==> config.mk <==
export PLATFORM = sky130hd
export DESIGN_NAME = erase_seq_host
export DESIGN_NICKNAME = d
export VERILOG_FILES = /design/src/design/erase_seq_pkg.sv /design/src/design/erase_seq_host.sv
export VERILOG_INCLUDE_DIRS = /design/src /design/src/design
export SDC_FILE = /design/constraint.sdc
export NUM_CORES = 1
export LEC_CHECK = 0
export BUFFER_PORTS_ARGS = -buffer_cell sky130_fd_sc_hd__buf_4
export CORE_MARGIN = 3
export CORE_UTILIZATION = 40
export DETAILED_ROUTE_END_ITERATION = 16
export SETUP_SLACK_MARGIN = 0.02
export SYNTH_ARGS = -nofsm -noshare
export SYNTH_HDL_FRONTEND = slang
export SYNTH_SLANG_ARGS = --single-unit
==> constraint.sdc <==
create_clock -name i_mclk -period 2.83 [get_ports i_mclk]
set_input_delay 0.283 -clock i_mclk [delete_from_list [all_inputs] [get_ports i_mclk]]
set_output_delay 0.283 -clock i_mclk [all_outputs]
set_load 0.005 [all_outputs]
==> src/design/erase_seq_cfg.svh <==
// constants for the whole-array erase sequencer (host side)
// assumes a 20 MHz i_mclk; bus timing counts are whole clock cycles
`ifndef ERASE_SEQ_CFG_SVH
`define ERASE_SEQ_CFG_SVH

`define CMD_SETUP_ERASE     8'h20
`define CMD_ERASE           8'h20
`define CMD_ERASE_VERIFY    8'hA0
`define CMD_READ            8'h00
`define DATA_ERASED         8'hFF
`define DATA_PROGRAMMED     8'h00
`define CLK_MHZ             20
`define ERASE_PULSE_TIME_MS 10
`define ERASE_PULSE_CYCLES  (`ERASE_PULSE_TIME_MS * 1000 * `CLK_MHZ)
`define VERIFY_RECOVERY_NS  6000
`define VERIFY_RECOVERY_CYC ((`VERIFY_RECOVERY_NS * `CLK_MHZ + 999) / 1000)
`define STROBE_LOW_CYCLES   4
`define READ_ACCESS_CYCLES  4
`define MAX_PULSES_DEFAULT  1000

`endif

==> src/design/erase_seq_pkg.sv <==
// types for the whole-array erase sequencer
// assumes the constants header is included by the module
package erase_seq_pkg;

    typedef enum logic [3:0] {
        ST_IDLE,
        ST_PRECHECK,
        ST_WR_SETUP,
        ST_WR_ERASE,
        ST_PULSE,
        ST_WR_VERIFY,
        ST_RECOVER,
        ST_RD_VERIFY,
        ST_WR_READ,
        ST_FINAL_RD,
        ST_DONE
    } state_t;

    typedef struct packed {
        logic        ce_n;
        logic        oe_n;
        logic        we_n;
        logic        dq_oe;
        logic [7:0]  dq_out;
    } flash_pins_t;

    typedef struct packed {
        logic busy;
        logic done;
        logic fail;
        logic compare_err;
    } status_t;

endpackage : erase_seq_pkg

==> src/design/erase_seq_host.sv <==
// host controller that drives a byte-wide flash through a full chip erase
// assumes flash pins are sampled synchronous to i_mclk; the supply switch is external
`timescale 1ns/1ns
`include "erase_seq_cfg.svh"
module erase_seq_host #(
    parameter int AW          = 17,
    parameter int PULSE_CYC   = `ERASE_PULSE_CYCLES,
    parameter int MAX_PULSES  = `MAX_PULSES_DEFAULT,
    parameter bit FINAL_CHECK = 1'b1
) (
    // clock and reset
    input  wire logic                       i_mclk,
    input  wire logic                       i_reset,
    // user control
    input  wire logic                       i_start,
    input  wire logic                       i_program_supply_high,
    output erase_seq_pkg::status_t          o_status,
    output logic [15:0]                     o_pulse_count,
    output logic [AW-1:0]                   o_fail_addr,
    output logic                            o_supply_request,
    // flash pins
    output logic [AW-1:0]                   o_addr,
    output erase_seq_pkg::flash_pins_t      o_pins,
    input  wire logic [7:0]                 i_dq
);

    typedef struct packed {
        erase_seq_pkg::state_t      st;
        logic [31:0]                cnt;
        logic [AW-1:0]              addr;
        logic [15:0]                pulses;
        logic                       supply;
        logic                       pre_ok;
        erase_seq_pkg::flash_pins_t pins;
        erase_seq_pkg::status_t     stat;
    } host_state_t;

    localparam logic [AW-1:0] LAST_ADDR = {AW{1'b1}};

    // released bus: nothing selected, data not driven
    localparam erase_seq_pkg::flash_pins_t PINS_IDLE = '{
        ce_n:   1'b1,
        oe_n:   1'b1,
        we_n:   1'b1,
        dq_oe:  1'b0,
        dq_out: 8'h00
    };

    localparam erase_seq_pkg::status_t STAT_CLEAR = '{
        busy:        1'b0,
        done:        1'b0,
        fail:        1'b0,
        compare_err: 1'b0
    };

    host_state_t s_r;
    host_state_t s_nxt;
    logic        byte_erased;
    logic        byte_programmed;

    // one write cycle: strobe low for a few cycles with data driven, then release
    function automatic logic write_step(input logic [31:0] c);
        write_step = (c >= 32'(`STROBE_LOW_CYCLES));
    endfunction : write_step

    // a read holds select and output enable low until the data has settled
    function automatic logic read_last(input logic [31:0] c);
        read_last = (c == 32'(`READ_ACCESS_CYCLES));
    endfunction : read_last

    assign byte_erased     = (i_dq == `DATA_ERASED);
    assign byte_programmed = (i_dq == `DATA_PROGRAMMED);

    always_comb begin
        s_nxt = s_r;
        s_nxt.cnt = s_r.cnt + 32'h1;
        case (s_r.st)
            erase_seq_pkg::ST_IDLE: begin
                s_nxt.pins = PINS_IDLE;
                if (i_start) begin
                    s_nxt.stat = STAT_CLEAR;
                    s_nxt.stat.busy = 1'b1;
                    s_nxt.addr = '0;
                    s_nxt.pulses = 16'h0;
                    s_nxt.supply = 1'b1;
                    s_nxt.pre_ok = 1'b0;
                    s_nxt.cnt = 32'h0;
                    s_nxt.st = erase_seq_pkg::ST_PRECHECK;
                end
            end
            erase_seq_pkg::ST_PRECHECK: begin
                if (s_r.pre_ok) begin
                    // wait for the programming supply before any erase write
                    s_nxt.cnt = 32'h0;
                    if (i_program_supply_high) begin
                        s_nxt.st = erase_seq_pkg::ST_WR_SETUP;
                    end
                end else begin
                    // read pass: erasing is refused unless every byte is preprogrammed
                    s_nxt.pins.ce_n = 1'b0;
                    s_nxt.pins.oe_n = 1'b0;
                    s_nxt.pins.we_n = 1'b1;
                    s_nxt.pins.dq_oe = 1'b0;
                    if (read_last(s_r.cnt)) begin
                        s_nxt.pins = PINS_IDLE;
                        s_nxt.cnt = 32'h0;
                        if (!byte_programmed) begin
                            s_nxt.stat.fail = 1'b1;
                            s_nxt.st = erase_seq_pkg::ST_DONE;
                        end else if (s_r.addr == LAST_ADDR) begin
                            s_nxt.addr = '0;
                            s_nxt.pre_ok = 1'b1;
                        end else begin
                            s_nxt.addr = s_r.addr + 1'b1;
                        end
                    end
                end
            end
            erase_seq_pkg::ST_WR_SETUP,
            erase_seq_pkg::ST_WR_ERASE,
            erase_seq_pkg::ST_WR_VERIFY,
            erase_seq_pkg::ST_WR_READ: begin
                s_nxt.pins.ce_n = 1'b0;
                s_nxt.pins.oe_n = 1'b1;
                s_nxt.pins.dq_oe = 1'b1;
                case (s_r.st)
                    erase_seq_pkg::ST_WR_SETUP:  s_nxt.pins.dq_out = `CMD_SETUP_ERASE;
                    erase_seq_pkg::ST_WR_ERASE:  s_nxt.pins.dq_out = `CMD_ERASE;
                    erase_seq_pkg::ST_WR_VERIFY: s_nxt.pins.dq_out = `CMD_ERASE_VERIFY;
                    default:                     s_nxt.pins.dq_out = `CMD_READ;
                endcase
                s_nxt.pins.we_n = write_step(s_r.cnt);
                if (s_r.cnt == 32'(`STROBE_LOW_CYCLES + 1)) begin
                    s_nxt.pins = PINS_IDLE;
                    s_nxt.cnt = 32'h0;
                    case (s_r.st)
                        erase_seq_pkg::ST_WR_SETUP: s_nxt.st = erase_seq_pkg::ST_WR_ERASE;
                        erase_seq_pkg::ST_WR_ERASE: begin
                            s_nxt.pulses = s_r.pulses + 16'h1;
                            s_nxt.st = erase_seq_pkg::ST_PULSE;
                        end
                        erase_seq_pkg::ST_WR_VERIFY: s_nxt.st = erase_seq_pkg::ST_RECOVER;
                        default: s_nxt.st = FINAL_CHECK ? erase_seq_pkg::ST_FINAL_RD
                                                        : erase_seq_pkg::ST_DONE;
                    endcase
                end
            end
            erase_seq_pkg::ST_PULSE: begin
                // bus stays idle for the full erase pulse
                if (s_r.cnt >= 32'(PULSE_CYC - 1)) begin
                    s_nxt.cnt = 32'h0;
                    s_nxt.st = erase_seq_pkg::ST_WR_VERIFY;
                end
            end
            erase_seq_pkg::ST_RECOVER: begin
                if (s_r.cnt >= 32'(`VERIFY_RECOVERY_CYC - 1)) begin
                    s_nxt.cnt = 32'h0;
                    s_nxt.st = erase_seq_pkg::ST_RD_VERIFY;
                end
            end
            erase_seq_pkg::ST_RD_VERIFY,
            erase_seq_pkg::ST_FINAL_RD: begin
                s_nxt.pins.ce_n = 1'b0;
                s_nxt.pins.oe_n = 1'b0;
                s_nxt.pins.we_n = 1'b1;
                s_nxt.pins.dq_oe = 1'b0;
                if (read_last(s_r.cnt)) begin
                    s_nxt.pins.ce_n = 1'b1;
                    s_nxt.pins.oe_n = 1'b1;
                    s_nxt.cnt = 32'h0;
                    if (s_r.st == erase_seq_pkg::ST_FINAL_RD) begin
                        // optional read-mode compare from the current address (0 after a pass, the failing byte after a fail) to the last byte
                        if (!byte_erased) begin
                            s_nxt.stat.compare_err = 1'b1;
                            s_nxt.st = erase_seq_pkg::ST_DONE;
                        end else if (s_r.addr == LAST_ADDR) begin
                            s_nxt.st = erase_seq_pkg::ST_DONE;
                        end else begin
                            s_nxt.addr = s_r.addr + 1'b1;
                        end
                    end else if (byte_erased) begin
                        if (s_r.addr == LAST_ADDR) begin
                            s_nxt.addr = '0;
                            s_nxt.st = erase_seq_pkg::ST_WR_READ;
                        end else begin
                            s_nxt.addr = s_r.addr + 1'b1;
                            s_nxt.st = erase_seq_pkg::ST_WR_VERIFY;
                        end
                    end else if (s_r.pulses >= 16'(MAX_PULSES)) begin
                        s_nxt.stat.fail = 1'b1;
                        s_nxt.st = erase_seq_pkg::ST_WR_READ;
                    end else begin
                        // address kept so verify resumes at the failing byte
                        s_nxt.st = erase_seq_pkg::ST_WR_SETUP;
                    end
                end
            end
            erase_seq_pkg::ST_DONE: begin
                s_nxt.supply = 1'b0;
                s_nxt.stat.busy = 1'b0;
                s_nxt.stat.done = 1'b1;
                s_nxt.st = erase_seq_pkg::ST_IDLE;
            end
            default: s_nxt.st = erase_seq_pkg::ST_IDLE;
        endcase
    end

    always_ff @(posedge i_mclk or posedge i_reset) begin
        if (i_reset) begin
            s_r <= '{st:     erase_seq_pkg::ST_IDLE,
                     cnt:    32'h0,
                     addr:   '0,
                     pulses: 16'h0,
                     supply: 1'b0,
                     pre_ok: 1'b0,
                     pins:   PINS_IDLE,
                     stat:   STAT_CLEAR};
        end else begin
            s_r <= s_nxt;
        end
    end

    assign o_status         = s_r.stat;
    assign o_pulse_count    = s_r.pulses;
    assign o_fail_addr      = s_r.addr;
    assign o_supply_request = s_r.supply;
    assign o_addr           = s_r.addr;
    assign o_pins           = s_r.pins;

endmodule : erase_seq_host

### Word level (Yosys, flattened, before mapping)

Index checks and enable logic that the tools add are counted.
Widths: inputs -> output; s select.

* bits in registers: 87
* input port bits: 12
* output and inout port bits: 67
* logic and storage cells: 130

* $add $sub $neg: 3
* order comparisons: 4
* eq/ne operators: 34
* muxes and demuxes: 53
* reductions and logical operators: 21

Operator list (number)
* $pmux 32 s6: 1
* $mux 36: 4
* $mux 17: 7
* $mux 53: 2
* $mux 71: 1
* $eq 32x3->1 const B: 2
* $pmux 17 s3: 1
* $mux 4: 9
* $add 32x1->32 const B: 1
* $ge 32x18->1 const B: 1
* $ge 32x3->1 const B: 1
* $ge 32x7->1 const B: 1
* $mux 16: 2
* $pmux 16 s2: 1
* $ne 2x2->1 const B: 15
* $mux 13: 2
* $pmux 4 s6: 1
* $pmux 8 s3: 1
* $reduce_and 9->1: 2
* $add 17x1->17 const B: 1
* $eq 17x17->1 const B: 1
* $add 16x1->16 const B: 1
* $eq 4x3->1 const B: 4
* $ge 16x10->1 const B: 1
* 27 further kinds: 52

### Depth between registers and ports, before layout

Gate-level depths: netlist (run 1).

* depth in word-level cells: 6
* gate-level depth with buffers: 14
* depth with buffers taken out: 13

### Worst setup path before layout (run 1)

No wires, ideal clock.

* kind: register to register
* start point: register s_r, in the netlist o_addr[0]
* end point: register s_r, in the netlist o_addr[10]
* setup time: 0.125 ns
* arrival: 2.787 ns
* required time: 2.705 ns
* slack: -0.083 ns
* stages on the path, launching flop included: 14
* path buffers: 1
* period minus slack after synthesis: 2.913 ns
* cell sequence: dfrtp_1 ha_1 nand3_1 nor4_1 and3_1 and3_1 and3_1 ha_1 nor2_1 o21ai_1 clkbuf_1 nor2_1 o21ai_0 o21ai_1

* longest elaborated chain between the ends: 6
* elaborated cells on any way between the ends: 14

Ends and longest elaborated chain
* start: declaration: line erase_seq_host.sv:56 `host_state_t s_r;`
* start signal: assignment: line erase_seq_host.sv:210 `s_r <= '{st: erase_seq_pkg::ST_IDLE,`
* start signal: assignment: line erase_seq_host.sv:219 `s_r <= s_nxt;`
* $add 17x1->17 / $eq 17x17->1 (equally long branches)
* $mux 17 (on tied branches): line erase_seq_host.sv:110, erase_seq_host.sv:182, erase_seq_host.sv:176
* $mux 17 (on tied branches): line erase_seq_host.sv:181, erase_seq_host.sv:107, erase_seq_host.sv:173
* $mux 17 / $mux 53 (equally long branches): line erase_seq_host.sv:171, erase_seq_host.sv:104
* $mux 53 / $mux 17 (equally long branches): line erase_seq_host.sv:167, erase_seq_host.sv:92
* $pmux 17 s3: line erase_seq_host.sv:77 `case (s_r.st)`

Several ways; a longest one is shown, not always the timed one. The select of a mux whose other input is x is not followed.
A chain may end at the register's enable or synchronous reset.

### Worst setup path after layout (run 1)

* start point: register s_r, in the netlist o_addr[8]
* end point: register s_r[86] (netlist bit)

* longest elaborated chain between the ends: 6
* elaborated cells on any way between the ends: 8

Ends and longest elaborated chain
* $eq 17x17->1 *: line erase_seq_host.sv:176, erase_seq_host.sv:182
* $mux 4: line erase_seq_host.sv:182 `if (s_r.addr == LAST_ADDR) begin`
* $mux 4: line erase_seq_host.sv:181 `end else if (byte_erased) begin`
* $mux 4: line erase_seq_host.sv:171 `if (s_r.st == erase_seq_pkg::ST_FINAL_RD) begin`
* $mux 53: line erase_seq_host.sv:167 `if (read_last(s_r.cnt)) begin`
* $pmux 4 s6: line erase_seq_host.sv:77

Every way passes the cells marked *; elsewhere a longest branch is shown, timed or not. The select of a mux whose other input is x is not followed.

==> results, run 1 <==
- The number of ports placed on the die boundary is 79.
- The final reports fail on negative hold slack.
- The end of the worst register-to-register path is s_r[86].
- The DRC marker count from the first detailed-route iteration is 299.
- The number of antenna violations at the first check in global routing came to 0.
- Counting flops and latches in the post-synthesis netlist gives 81.
- After synthesis, the mean cell area works out to 8.68 um2.
- The startpoint kind of the worst setup timing path is a register.
- Summed over all failing endpoints, the final setup total negative slack is 0 ps.
- The share of cell area taken by muxes after synthesis is 0.411%.
- The die covers 0.0143 mm2.
- At the end of routability-driven placement, the weighted congestion stood at 0.862.
- Clock-pin slew was measured on the worst setup and hold paths at 60 ps.
- The flow ran to the end, but the final reports show violations.
- Summing over every cut layer, the via total after detailed routing is 4160.
- The commonest cells after synthesis are 90 x sky130_fd_sc_hd__nor2_1, 78 x sky130_fd_sc_hd__dfrtp_1, 66 x sky130_fd_sc_hd__buf_4.
- The synthesized design spends more area on one cell type than any other, namely sky130_fd_sc_hd__dfrtp_1.
- The total count of hold-check failures in the final report is 2.
- The final number of setup-violating endpoints is 0.
- The post-layout minimum cycle time is 2600 ps.
- The arrival time at the worst endpoint is 2840 ps.
- The count of input and output buffers is 72.
- After synthesis, the share of flip-flops with an asynchronous set or reset is 100%.
- The height of the die is 120 um.
- Summed over all layers, the global routing overflow is 0.
- For flop-to-flop paths, the worst setup slack is 230 ps.
- Derived from the worst setup path, the maximum achievable clock frequency is 0.384 GHz.
- The count of different cell masters after synthesis is 60.
- The cell type of the slowest stage on the worst timing path is sky130_fd_sc_hd__dfrtp_1.
- For the pin with the worst max-slew slack, the measured transition is 708 ps.
- The count of final max-slew check failures is 0.
- In this run the worst path has a maximum fanout of 6.
- CTS saw 81 sinks.
- The initialized floorplan defines 40 standard-cell rows.
- The leakage power figure is 0.00274 uW.
- In this run the clock root is driven by a sky130_fd_sc_hd__clkbuf_16.
- The worst voltage drop across the vdd grid is 0.000394 V.
- After the last flow step, the layout net total stands at 643.
- Dividing the detail-routed via count by the number of cells gives 5.23.
- Together, buffers and inverters on the worst path number 1.
- The commonest register cell after synthesis is sky130_fd_sc_hd__dfrtp_1.
- Buffers inserted to repair hold after CTS numbered 0.
- The compound-gate portion of the synthesized area is 10.6%.
- The global-route wire length before repair is 19.5 mm.
- Clock tree synthesis inserted a total of 9 buffers.
- The layout overhead on the synthesized area is 14.8%.
- After Yosys synthesis, full adders, half adders and majority gates account for 1.94% of the synthesized area.
- The global-route usage over all layers is 16.5%.
- Power spread over the standard cell area amounts to 686 mW/mm2.
- The worst hold path belongs to the class in -> async.
- For this run, the share of the core covered by cells in the final layout is 48.2%.
- The share of post-route cells with drive strength above 1 is 22.5%.
- The critical path capture point type is a register.
- Of the total synthesized cell area, the portion taken by AND, OR, NAND and NOR gates is 28.0%.
- The TritonCTS clock tree is built.
- The final layout contains routed wiring with a total length of 11.6 mm.
- Clock skew on the completed layout was measured at 6.66 ps.
- The routed length per instance is 14.6 um.
- The path type of the worst setup path is reg -> reg.
- The detailed-placement wirelength estimate is 8.31 mm.
- The count of synthesis-stage warnings from yosys is 0.
- In this run the cell area of the synthesized design comes to 0.00517 mm2.
- Measured in cells, the most critical reg-to-reg path has a length of 11.
- Entering global routing, the biggest net connects 52 pins.
- The worst hold slack is -2.31 ps.
- STA puts the critical path data required time at 3060 ps.
- The initial core utilization is 42.0%.
- The die is 120 um wide.
- For this run, design rule violations remaining after detail routing come to 0.
- Max-cap violations in this run came to 0.
- The critical path goes through nand2_1, nor4_2, and3_1, and3_1, and3_1, ha_2, nor3_2, o2bb2ai_1, inv_1, nand4_1, o32ai_1.
- The H-tree was split into 3 levels.
- Of the post-synthesis cell area, the dominant cell type holds 37.7%.
- By instance count, the cell type seen most on the critical path is sky130_fd_sc_hd__and3_1.
- The number of global-route vias before repair is 4035.
- The worst pin sits at a relative slew slack of 51.6%.
- Yosys mapped a number of flops with a built-in enable equal to 0.
- The synthesized netlist devotes 7.62% of its cell area to XOR and XNOR gates.
- After layout, the worst path uses 91.9% of the clock period.
- The antenna diode instance count is 0.
- The clock passes through at most 2 buffers.
- The fill cell instance count of the final layout is 1190.
- The largest family of logic cells by synthesized area is simple AND/OR/NAND/NOR gates.
- On the worst path, the slowest cell contributes a delay of 450 ps.
- The worst register-to-register path begins at o_addr[8].
- The family of cells with the greatest summed delay on the critical path is simple AND/OR/NAND/NOR gates.
- Yosys instantiated no cell more often than sky130_fd_sc_hd__nor2_1.
- The detailed-routing iteration count for the pre-antenna-repair pass is 4.
- The count of nets left with antenna violations once routing finished came out at 0.
- Sequential elements use 39.3% of the synthesized area.
- The cell count after synthesis is 596.
- The placeable core region is 0.0123 mm2.
- Yosys attributes the largest share of cell area to sky130_fd_sc_hd__dfrtp_1 38%, sky130_fd_sc_hd__buf_4 9.6%, sky130_fd_sc_hd__nor2_1 6.5%.
- The later pin in the worst-skew pair is clocked with a latency of 330 ps.
[metal layers]
layer / vias to the layer above / share of wire (%) / global-route usage [%]
met3: 10 / 5.8 / 3.86
met1: 1990 / 45 / 21.3
li1: 2047 / - / -
met2: 113 / 48 / 27.2
met5: - / 0 / 0
met4: 0 / 0.98 / 5.37
[how the worst max path moves through the flow]
| stage | start | end | slack, ps | depth (start not counted) |
|---|---|---|---|---|
| after floorplan | o_addr[0] | o_addr[7] | 50 | 14 |
| after global placement | o_addr[0] | o_addr[9] | 200 | 14 |
| after detailed placement | o_addr[0] | s_r[84] | 110 | 13 |
| after CTS | o_addr[0] | s_r[84] | 70 | 13 |
| after global routing | o_addr[9] | s_r[84] | -9 | 12 |
| final | o_addr[8] | s_r[86] | 230 | 11 |
[registers in the layout, summed over array words and instances, names as in the netlist]
register,count
s_r,37
o_addr,17
o_pulse_count,16
o_pins,6
o_status,4
o_supply_request,1
[worst reg2reg max path, stage by stage, from the launching register on]
cell and delay (ps):
sky130_fd_sc_hd__dfrtp_1 450, sky130_fd_sc_hd__nand2_1 100, sky130_fd_sc_hd__nor4_2 330, sky130_fd_sc_hd__and3_1 240
sky130_fd_sc_hd__and3_1 200, sky130_fd_sc_hd__and3_1 170, sky130_fd_sc_hd__ha_2 210, sky130_fd_sc_hd__nor3_2 70
sky130_fd_sc_hd__o2bb2ai_1 170, sky130_fd_sc_hd__inv_1 80, sky130_fd_sc_hd__nand4_1 170, sky130_fd_sc_hd__o32ai_1 310
[report_power, final]
part / switching, uW / internal, uW
Combinational: 909 / 611
Clock: 458 / 666
Sequential: 152 / 1280
[layout make-up]
type	count	area (um2)	area share, %
clock buffers	14	274	4.62
clock inverters	2	12.5	0.211
inverters	13	50.0	0.843
multi-input cells	422	2570	43.4
flip-flops and latches	81	2030	34.2
well taps	168	210	3.54
repair buffers	96	783	13.2
[through the flow]
| step | cells | instance area (um2) | hold WS (ps) | total power [uW] | setup WS (ps) |
|---|---|---|---|---|---|
| after floorplan | 601 | 5200 | 450 | 2420 | 50.7 |
| after global placement | 780 | 5610 | 376 | 2900 | 203 |
| after detailed placement | 780 | 5610 | 371 | 2920 | 107 |
| after CTS | 796 | 5900 | 17.6 | 4050 | 75.0 |
| after global routing | 796 | 5940 | 42.5 | 4320 | -9.44 |
| final | 796 | 5940 | -2.31 | 4070 | 228 |
[what timing repair did]
item	CTS	global route
endpoints found under the setup margin	0	20
setup buffers	0	0
gates resized for setup	0	13
[logic make-up (layout without fill, tap and decap cells)]
family | after synthesis | after routing
xor gates and xnor gates | 45 | 45
and+or+nand+nor | 274 | 274
muxes | 2 | 2
DFF | 81 | 81
buffers and inverters | 98 | 125
other | 1 | 6
adders and majority gates | 8 | 8
AOI/OAI and AO/OA | 87 | 87
[cells in the final DEF (no fill, tap or decap), types with 3 or more instances in the layout]
cell type                    n
sky130_fd_sc_hd__o21ai_2     3
sky130_fd_sc_hd__nor3_1     13
sky130_fd_sc_hd__or3_1       6
sky130_fd_sc_hd__buf_12      5
sky130_fd_sc_hd__nor4_1      5
sky130_fd_sc_hd__and3_1     21
sky130_fd_sc_hd__a31oi_1     6
sky130_fd_sc_hd__o21ai_0    12
sky130_fd_sc_hd__nor2_1     90
sky130_fd_sc_hd__nand2_1    48
sky130_fd_sc_hd__nor4_4      4
sky130_fd_sc_hd__ha_1        7
sky130_fd_sc_hd__xnor2_1    16
sky130_fd_sc_hd__nor4_2      5
sky130_fd_sc_hd__clkbuf_16   9
sky130_fd_sc_hd__xor2_1     29
sky130_fd_sc_hd__nand3_1    30
sky130_fd_sc_hd__clkbuf_8    3
sky130_fd_sc_hd__o21ai_1    20
sky130_fd_sc_hd__nand4_1    11
sky130_fd_sc_hd__dfstp_2     3
sky130_fd_sc_hd__nor3b_1     3
sky130_fd_sc_hd__a21oi_1    16
sky130_fd_sc_hd__dfrtp_1    77
sky130_fd_sc_hd__buf_4      91
sky130_fd_sc_hd__and4_1      4
sky130_fd_sc_hd__conb_1      6
sky130_fd_sc_hd__nand2b_1    9
sky130_fd_sc_hd__inv_1      11
sky130_fd_sc_hd__o31ai_1     7
sky130_fd_sc_hd__nor2b_1    13
(Power assumes the default switching activity.)
==> inputs of run 2 (changes only) <==
CTS_BUF_LIST = sky130_fd_sc_hd__clkbuf_16   (was not set)
==> results, run 2 (synthesized netlist as in run 1, its figures left out) <==
- The flow ran to the end, and the final reports show no timing, DRC or antenna violations.
- The internal power summed over all cells is 2460 uW (-3.5%).
- The global-route wire length before repair is 19.5 mm (unchanged).
- The worst slack after detailed placement came to 107 ps (unchanged).
- The power per cell area is 675 mW/mm2 (-1.6%).
- The register share of total power is 35.8% (+0.7 points).
- The total wire length is 11.7 mm (+0.60%).
- The area of all sequential standard cells was 0.00203 mm2 (unchanged).
- The detailed-placement wirelength estimate was 8.31 mm (unchanged).
- The height of the die was 120 um (unchanged).
- The proportion of power drawn by combinational gates is 38.3% (+1.0 points).
- The final number of setup-violating endpoints was 0 (unchanged).
- The total count of hold-check failures in the final report is 0 (-2).
- Setup repair after global routing left no endpoint under its margin.
- The area of the multi-input gates is 0.00257 mm2 (-0.19%).
- The maximum fanout count along the critical path is 18 (+12).
- The leakage power figure is 0.00273 uW (-0.31%).
- The global placer's final weighted congestion is 0.862 (unchanged).
- The sum of routed wire segments on met1 is 5.21 mm (-0.34%).
- The initial core utilization is 42.0% (unchanged).
- The share of post-route cells with drive strength above 1 is 21.8% (-0.64 points).
- TritonCTS built the clock tree.
- The timing-limited maximum frequency came to 0.381 GHz (-0.84%).
- The full die area was 0.0143 mm2 (unchanged).
- The summed area of non-filler cells in the final layout was 0.00590 mm2 (-0.59%).
- The number of sinks on the clock net came to 81 (unchanged).
- The area of placed instances came to 0.00561 mm2 (unchanged).
- The count of final max-slew check failures was 0 (unchanged).
- The routed length per instance was 14.6 um (+0.60%).
- The placeable core region is 0.0123 mm2 (unchanged).
- The worst setup path is launched from a register.
- The worst hold slack came to 0.616 ps (+2.93 ps).
- The depth of the CTS H-tree is 3 (unchanged).
- The sum of met2 wire segment lengths after detailed routing is 5.68 mm (+1.9%).
- The total grt overflow is 0 (unchanged).
- The fraction of power spent switching nets is 38.2% (+0.85 points).
- The number of nets with antenna violations after routing was 0 (unchanged).
- The x dimension of the die is 120 um (unchanged).
- The leading cell type in the layout, fill and taps excluded is sky130_fd_sc_hd__buf_4.
- The buffer count from post-CTS setup fixing is 0 (unchanged).
- The post-detailed-route via-to-cell ratio is 5.26 (+0.58%).
- The pin slew with the least headroom to its limit came to 687 ps (-20.1 ps).
- The maximum count of clock buffers along a single path is 2 (unchanged).
- The total of max-cap violations was 0 (unchanged).
- The pin count of the biggest net entering global routing was 52 (unchanged).
- The smallest setup slack after layout is 206 ps (-21.9 ps).
- The topmost layer with routed signal wires is met4.
- The number of rows created at floorplan is 40 (unchanged).
- Leaving out fill and tap cells, the most frequent cells in the layout are 91 x sky130_fd_sc_hd__buf_4, 90 x sky130_fd_sc_hd__nor2_1, 77 x sky130_fd_sc_hd__dfrtp_1, 48 x sky130_fd_sc_hd__nand2_1, 31 x sky130_fd_sc_hd__nand3_1.
- The DRC marker count from the first detailed-route iteration is 307 (+2.7%).
- The wire length on met3 is 655 um (-3.1%).
- The final clock skew was 6.13 ps (-0.532 ps).
- The cell sitting at the root of the clock tree is a sky130_fd_sc_hd__clkbuf_16.
- The number of antenna violations at the first check in global routing is 0 (unchanged).
- The global-route usage over all layers is 16.4% (-0.020 points).
- The count of input and output buffers is 72 (unchanged).
- The antenna diode instance count is 0 (unchanged).
- The final setup TNS is 0 ps (unchanged).
- The arrival time at the worst endpoint is 2840 ps (about the same).
- The latest clock arrival within the worst-skew pair is 330 ps (about the same).
- The worst path required time was 3050 ps (about the same).
- The clock buffer count from CTS is 9 (unchanged).
- The post-layout minimum cycle time came to 2620 ps (+21.9 ps).
- The worst setup path is captured at a register.
- The relative max-transition margin is 53.0% (+1.4 points).
- The number of global-route vias before repair was 4047 (+0.30%).
- The power share of the clock group is 25.9% (-1.7 points).
- The clock slew at the register clock pins of the worst setup and hold paths is 60 ps (about the same).
- The setup path with the least slack is of type reg -> reg.
- The detailed-routing iteration count for the pre-antenna-repair pass came to 5 (+1).
- The post-route clock period utilization came to 92.7% (+0.78 points).
- The fill cell instance count of the final layout is 1199 (+0.76%).
- The area growth from synthesis to layout is 14.1%.
- The worst voltage drop across the vdd grid was 0.000398 V (+1.0%).
- The switching power is 1520 uW (about the same).
- The worst hold path class is in -> async.
- The routed via count is 4184 (+0.58%).
- The number of DRC violations after detailed routing is 0 (unchanged).
- The number of ports placed on the die boundary is 79 (unchanged).
- The top register by number of flip-flops is s_r.
- The flip-flop count of the largest register, all copies and words added was 37 (unchanged).
- The net count reported at finish is 643 (unchanged).
-- run 2: power groups by stage --
| stage | Combinational [uW] | Sequential, uW | Clock [uW] |
|---|---|---|---|
| finish | 1530 | 1430 | 1030 |
| global route | 1680 | 1450 | 1100 |
| CTS | 1490 | 1420 | 1050 |
| detailed placement | 1470 | 1450 | 0 |
| global placement | 1460 | 1440 | 0 |
| floorplan | 1060 | 1360 | 0 |
-- run 2: through the flow --
stage / util, % / instances / power (uW)
after global placement: 45.6 / 780 / 2900
after detailed placement: 45.6 / 780 / 2920
final: 47.9 / 796 / 3980
after floorplan: - / 601 / 2420
after CTS: 47.6 / 796 / 3960
after global routing: 47.9 / 796 / 4230
-- run 2: what timing repair did --
| action | in CTS | in global routing |
|---|---|---|
| setup endpoints to repair | 0 | 20 |
| resized for setup | 0 | 12 |
| hold buffers | 0 | 0 |
-- run 2: worst max-delay path, stage by stage, from the launching register on --
cell                       delay [ps]
sky130_fd_sc_hd__dfrtp_1          380
sky130_fd_sc_hd__ha_1             220
sky130_fd_sc_hd__nand3_1          120
sky130_fd_sc_hd__nor4_2            50
sky130_fd_sc_hd__and3_1           210
sky130_fd_sc_hd__and3_1           210
sky130_fd_sc_hd__and3_1           190
sky130_fd_sc_hd__ha_2             200
sky130_fd_sc_hd__nand2_1           60
sky130_fd_sc_hd__nand2_1           80
sky130_fd_sc_hd__a211oi_4         270
sky130_fd_sc_hd__o21ai_2          120
sky130_fd_sc_hd__buf_12           170
sky130_fd_sc_hd__o21ai_0          150
sky130_fd_sc_hd__o21ai_1           90
-- run 2: cell type report --
type | instances | area share (%)
timing repair buffer | 96 | 13.3
tap | 168 | 3.56
sequential | 81 | 34.4
clock buffer | 9 | 3.82
clock inverter | 7 | 0.530
inverter | 13 | 0.848
multi-input combinational | 422 | 43.5
-- run 2: worst paths after layout --
path / depth (start not counted) / slack [ps] / endpoint / startpoint
max: 14 / 210 / o_addr[9] / o_addr[0]
min: 2 / 0.6 / o_pulse_count[5] / i_reset
max reg2reg: 14 / 210 / o_addr[9] / o_addr[0]
min reg2reg: 2 / 480 / o_pins[11] / o_pins[11]
max in group asynchronous: 3 / 2120 / o_pins[11] / i_reset
min in group i_mclk: 6 / 390 / s_r[16] / i_dq[6]
-- run 2: per-layer routing --
layer / GRT usage [%] / vias to the layer above
met3: 3.86 / 11
met4: 5.37 / 0
met2: 27.3 / 119
li1: - / 2041
met5: 0 / -
met1: 21.2 / 2013
==> inputs of run 3 (changes only) <==
ABC_AREA = 1   (was not set)
==> results, run 3 <==
- The flow ran to the end, and the final reports show no timing, DRC or antenna violations.
- The count of synthesis-stage warnings from yosys is 0 (unchanged).
- The height of the die was 131 um (+9.2%).
- Setup repair after global routing left no endpoint under its margin.
- The worst voltage drop across the vdd grid is 0.000350 V (-12%).
- The post-detailed-route via-to-cell ratio is 4.97 (-5.4%).
- The path type of the worst setup path is reg -> reg.
- The count of final max-slew check failures is 0 (unchanged).
- The post-synthesis async set-or-reset flop share is 100% (unchanged).
- By area the synthesized netlist is led by sky130_fd_sc_hd__dfrtp_1 31%, sky130_fd_sc_hd__nand2_1 16%, sky130_fd_sc_hd__nor2_1 8.6%.
- The share of post-route cells with drive strength above 1 is 14.2% (-7.6 points).
- The power per cell area came to 344 mW/mm2 (-49%).
- The fraction of power spent switching nets was 24.1% (-14 points).
- The final clock skew is 12.5 ps (+6.33 ps).
- The leading cell type in the layout, fill and taps excluded is sky130_fd_sc_hd__nand2_1.
- The number of antenna violations at the first check in global routing is 0 (unchanged).
- The launch instance of the worst register-to-register path is o_addr[1].
- The routed length per instance was 13.6 um (-7.5%).
- The power share of the clock group was 47.6% (+22 points).
- The area of placed instances is 0.00649 mm2 (+16%).
- The total count of hold-check failures in the final report came to 0 (unchanged).
- The maximum count of clock buffers along a single path is 2 (unchanged).
- From synthesis to final layout, the design area changed by 9.62%.
- The flip-flop count of the largest register, all copies and words added is 37 (unchanged).
- The detailed-placement wirelength estimate came to 11.4 mm (+38%).
- The count of input and output buffers is 72 (unchanged).
- The total of max-cap violations is 0 (unchanged).
- The final number of setup-violating endpoints is 0 (unchanged).
- STA classifies the critical path startpoint as a register.
- The leakage power figure is 0.00343 uW (+26%).
- The path class of the tightest hold or removal check is in -> async.
- The arrival time at the worst endpoint came to 2810 ps (-30 ps).
- The clock slew at the register clock pins of the worst setup and hold paths is 70 ps (about the same).
- The number of ports placed on the die boundary is 79 (unchanged).
- Counting stages on the worst path, the most repeated cell is sky130_fd_sc_hd__nand2_1.
- The share of the synthesized area in the top cell type was 31.4% (-6.3 points).
- The number of DRC violations after detailed routing is 0 (unchanged).
- The flop-to-flop setup slack is 310 ps (+110 ps).
- The x dimension of the die is 131 um (+9.2%).
- The depth of the CTS H-tree was 3 (unchanged).
- The worst hold slack was 18.0 ps (+17.4 ps).
- The sequential share of the synthesized area came to 32.7% (-6.6 points).
- The total grt overflow is 0 (unchanged).
- The initial core utilization was 41.8% (-0.18 points).
- The slowest stage of the critical path is the sky130_fd_sc_hd__dfrtp_1 cell.
- The global-route usage over all layers is 18.8% (+2.3 points).
- The number of flops mapped to enable cells by yosys is 0 (unchanged).
- The post-route clock period utilization was 89.0% (-3.7 points).
- The worst path required time was 3130 ps (+80 ps).
- The routed via count came to 5626 (+34%).
- The detailed-routing iteration count for the pre-antenna-repair pass is 6 (+1).
- The internal power summed over all cells came to 1780 uW (-28%).
- The summed area of non-filler cells in the final layout is 0.00682 mm2 (+16%).
- The pin count of the biggest net entering global routing is 82 (+58%).
- The cell count after synthesis is 927 (+56%).
- The summed instance area of the synthesized netlist came to 0.00622 mm2 (+20%).
- The final setup TNS was 0 ps (unchanged).
- The total wire length is 15.3 mm (+32%).
- The placeable core region came to 0.0149 mm2 (+21%).
- In this run the clock root is driven by a sky130_fd_sc_hd__clkbuf_16.
- The full die area was 0.0171 mm2 (+19%).
- The mean post-synth cell area is 6.71 um2 (-23%).
- The global placer's final weighted congestion came to 0.903 (+4.7%).
- The worst reg-to-reg path cell count was 16 (+2).
- The switching power is 565 uW (-63%).
- The global-route wire length before repair is 25.5 mm (+31%).
- The DRC marker count from the first detailed-route iteration is 434 (+41%).
- The post-synthesis cell type with the largest combined area is sky130_fd_sc_hd__dfrtp_1.
- The top register by number of flip-flops is s_r.
- The number of register bits inferred by synthesis came to 81 (unchanged).
- sky130_fd_sc_hd__nand2_1 is the most common cell in the netlist.
- The number of nets with antenna violations after routing is 0 (unchanged).
- The commonest register cell after synthesis is sky130_fd_sc_hd__dfrtp_1.
- The antenna diode instance count is 0 (unchanged).
- In the layout the commonest cells are 268 x sky130_fd_sc_hd__nand2_1, 141 x sky130_fd_sc_hd__nor2_1, 93 x sky130_fd_sc_hd__inv_1, 86 x sky130_fd_sc_hd__buf_4, 78 x sky130_fd_sc_hd__dfrtp_1.
- The number of rows created at floorplan was 44 (+10%).
- The maximum fanout count along the critical path was 8 (-10).
- The net count reported at finish came to 963 (+50%).
- The number of global-route vias before repair is 5219 (+29%).
- The latest clock arrival within the worst-skew pair is 360 ps (+30 ps).
- The number of sinks on the clock net is 81 (unchanged).
- The post-cts hold buffer count is 0 (unchanged).
- The count of different cell masters after synthesis is 38 (-37%).
- The timing-limited maximum frequency was 0.397 GHz (+4.2%).
- The end of the worst register-to-register path is s_r[84].
- TritonCTS built the clock tree.
- The worst stage delay on the critical path is 420 ps (+40 ps).
- The worst setup path is captured at a register.
- The post-layout minimum cycle time was 2520 ps (-106 ps).
- The proportion of power drawn by combinational gates came to 2.6% (-36 points).
- The commonest cells after synthesis are 268 x sky130_fd_sc_hd__nand2_1, 143 x sky130_fd_sc_hd__nor2_1, 94 x sky130_fd_sc_hd__inv_1.
- The register share of total power is 49.7% (+14 points).
- Traced cell by cell, the critical path runs through ha_1, nand2_1, nor2_2, nand2_1, nor2_1, nand3_1, nor2_2, ha_4, clkinvlp_4, nand4_1, nand2_1, nor2_1, inv_1, nor2_1, nand2_1, nand2_1.
- The clock buffer count from CTS was 9 (unchanged).
-- run 3: layout make-up --
type / instances / area [um2]
inverters: 101 / 387
well taps: 184 / 230
multi-input cells: 663 / 3230
clock inverters: 7 / 48.8
flip-flops and latches: 81 / 2030
clock buffers: 9 / 225
repair buffers: 87 / 666
fillers: 1554 / 8050
-- run 3: what timing repair did --
action	in CTS	in global routing
gates resized for setup	0	6
hold endpoints to repair	0	0
setup endpoints to repair	0	15
buffers inserted	0	4
-- run 3: power groups by stage --
stage          combinational (uW)  clock, uW  sequential [uW]
3_3_place_gp                 63.7          0             1190
4_1_cts                      64.1       1150             1160
3_5_place_dp                 63.9          0             1190
6_report                     61.5       1120             1160
2_1_floorplan                42.4          0             1190
5_1_grt                      72.2       1190             1160
-- run 3: through the flow --
| stage | power [uW] | std cells | setup slack (ps) | util [%] |
|---|---|---|---|---|
| after floorplan | 1230 | 932 | 472 | - |
| after global placement | 1250 | 1112 | 266 | 43.6 |
| after detailed placement | 1250 | 1112 | 89.5 | 43.6 |
| after CTS | 2380 | 1128 | 81.6 | 45.5 |
| after global routing | 2430 | 1132 | 36.5 | 45.9 |
| final | 2340 | 1132 | 312 | 45.9 |
-- run 3: worst max path at each step --
| stage | endpoint | slack, ps | cells past startpoint | startpoint |
|---|---|---|---|---|
| 3_3_place_gp | s_r[83] | 270 | 15 | o_addr[1] |
| 5_1_grt | s_r[84] | 40 | 15 | o_addr[1] |
| 3_5_place_dp | s_r[83] | 90 | 15 | o_addr[1] |
| 2_1_floorplan | o_addr[0] | 470 | 1 | i_reset |
| 4_1_cts | s_r[83] | 80 | 15 | o_addr[1] |
| 6_report | s_r[84] | 310 | 16 | o_addr[1] |
-- run 3: metal layers --
metal | vias to the layer above | part of all wire [%] | track usage [%]
met1 | 2587 | 47 | 26.0
met5 | - | 0 | 0
li1 | 2868 | - | -
met3 | 28 | 5.2 | 4.02
met4 | 0 | 2.5 | 6.65
met2 | 143 | 45 | 29.0
-- run 3: kinds of logic after synthesis --
family                     after synthesis  synth area share, %
DFF                                     81                 32.7
and+or+nand+nor                        534                 36.1
adders and majority gates                8                 1.61
buffers and inverters                  188                 16.1
xor gates and xnor gates                50                 7.04
AOI/OAI and AO/OA                       65                 6.42
other                                    1               0.0603
-- run 3: critical path, delay by kind of cell, from the launching register on --
family / cells / cell delay (ps)
flops: 1 / 420
buf+inv: 2 / 230
simple gates: 12 / 1390
fa+ha+maj: 2 / 420
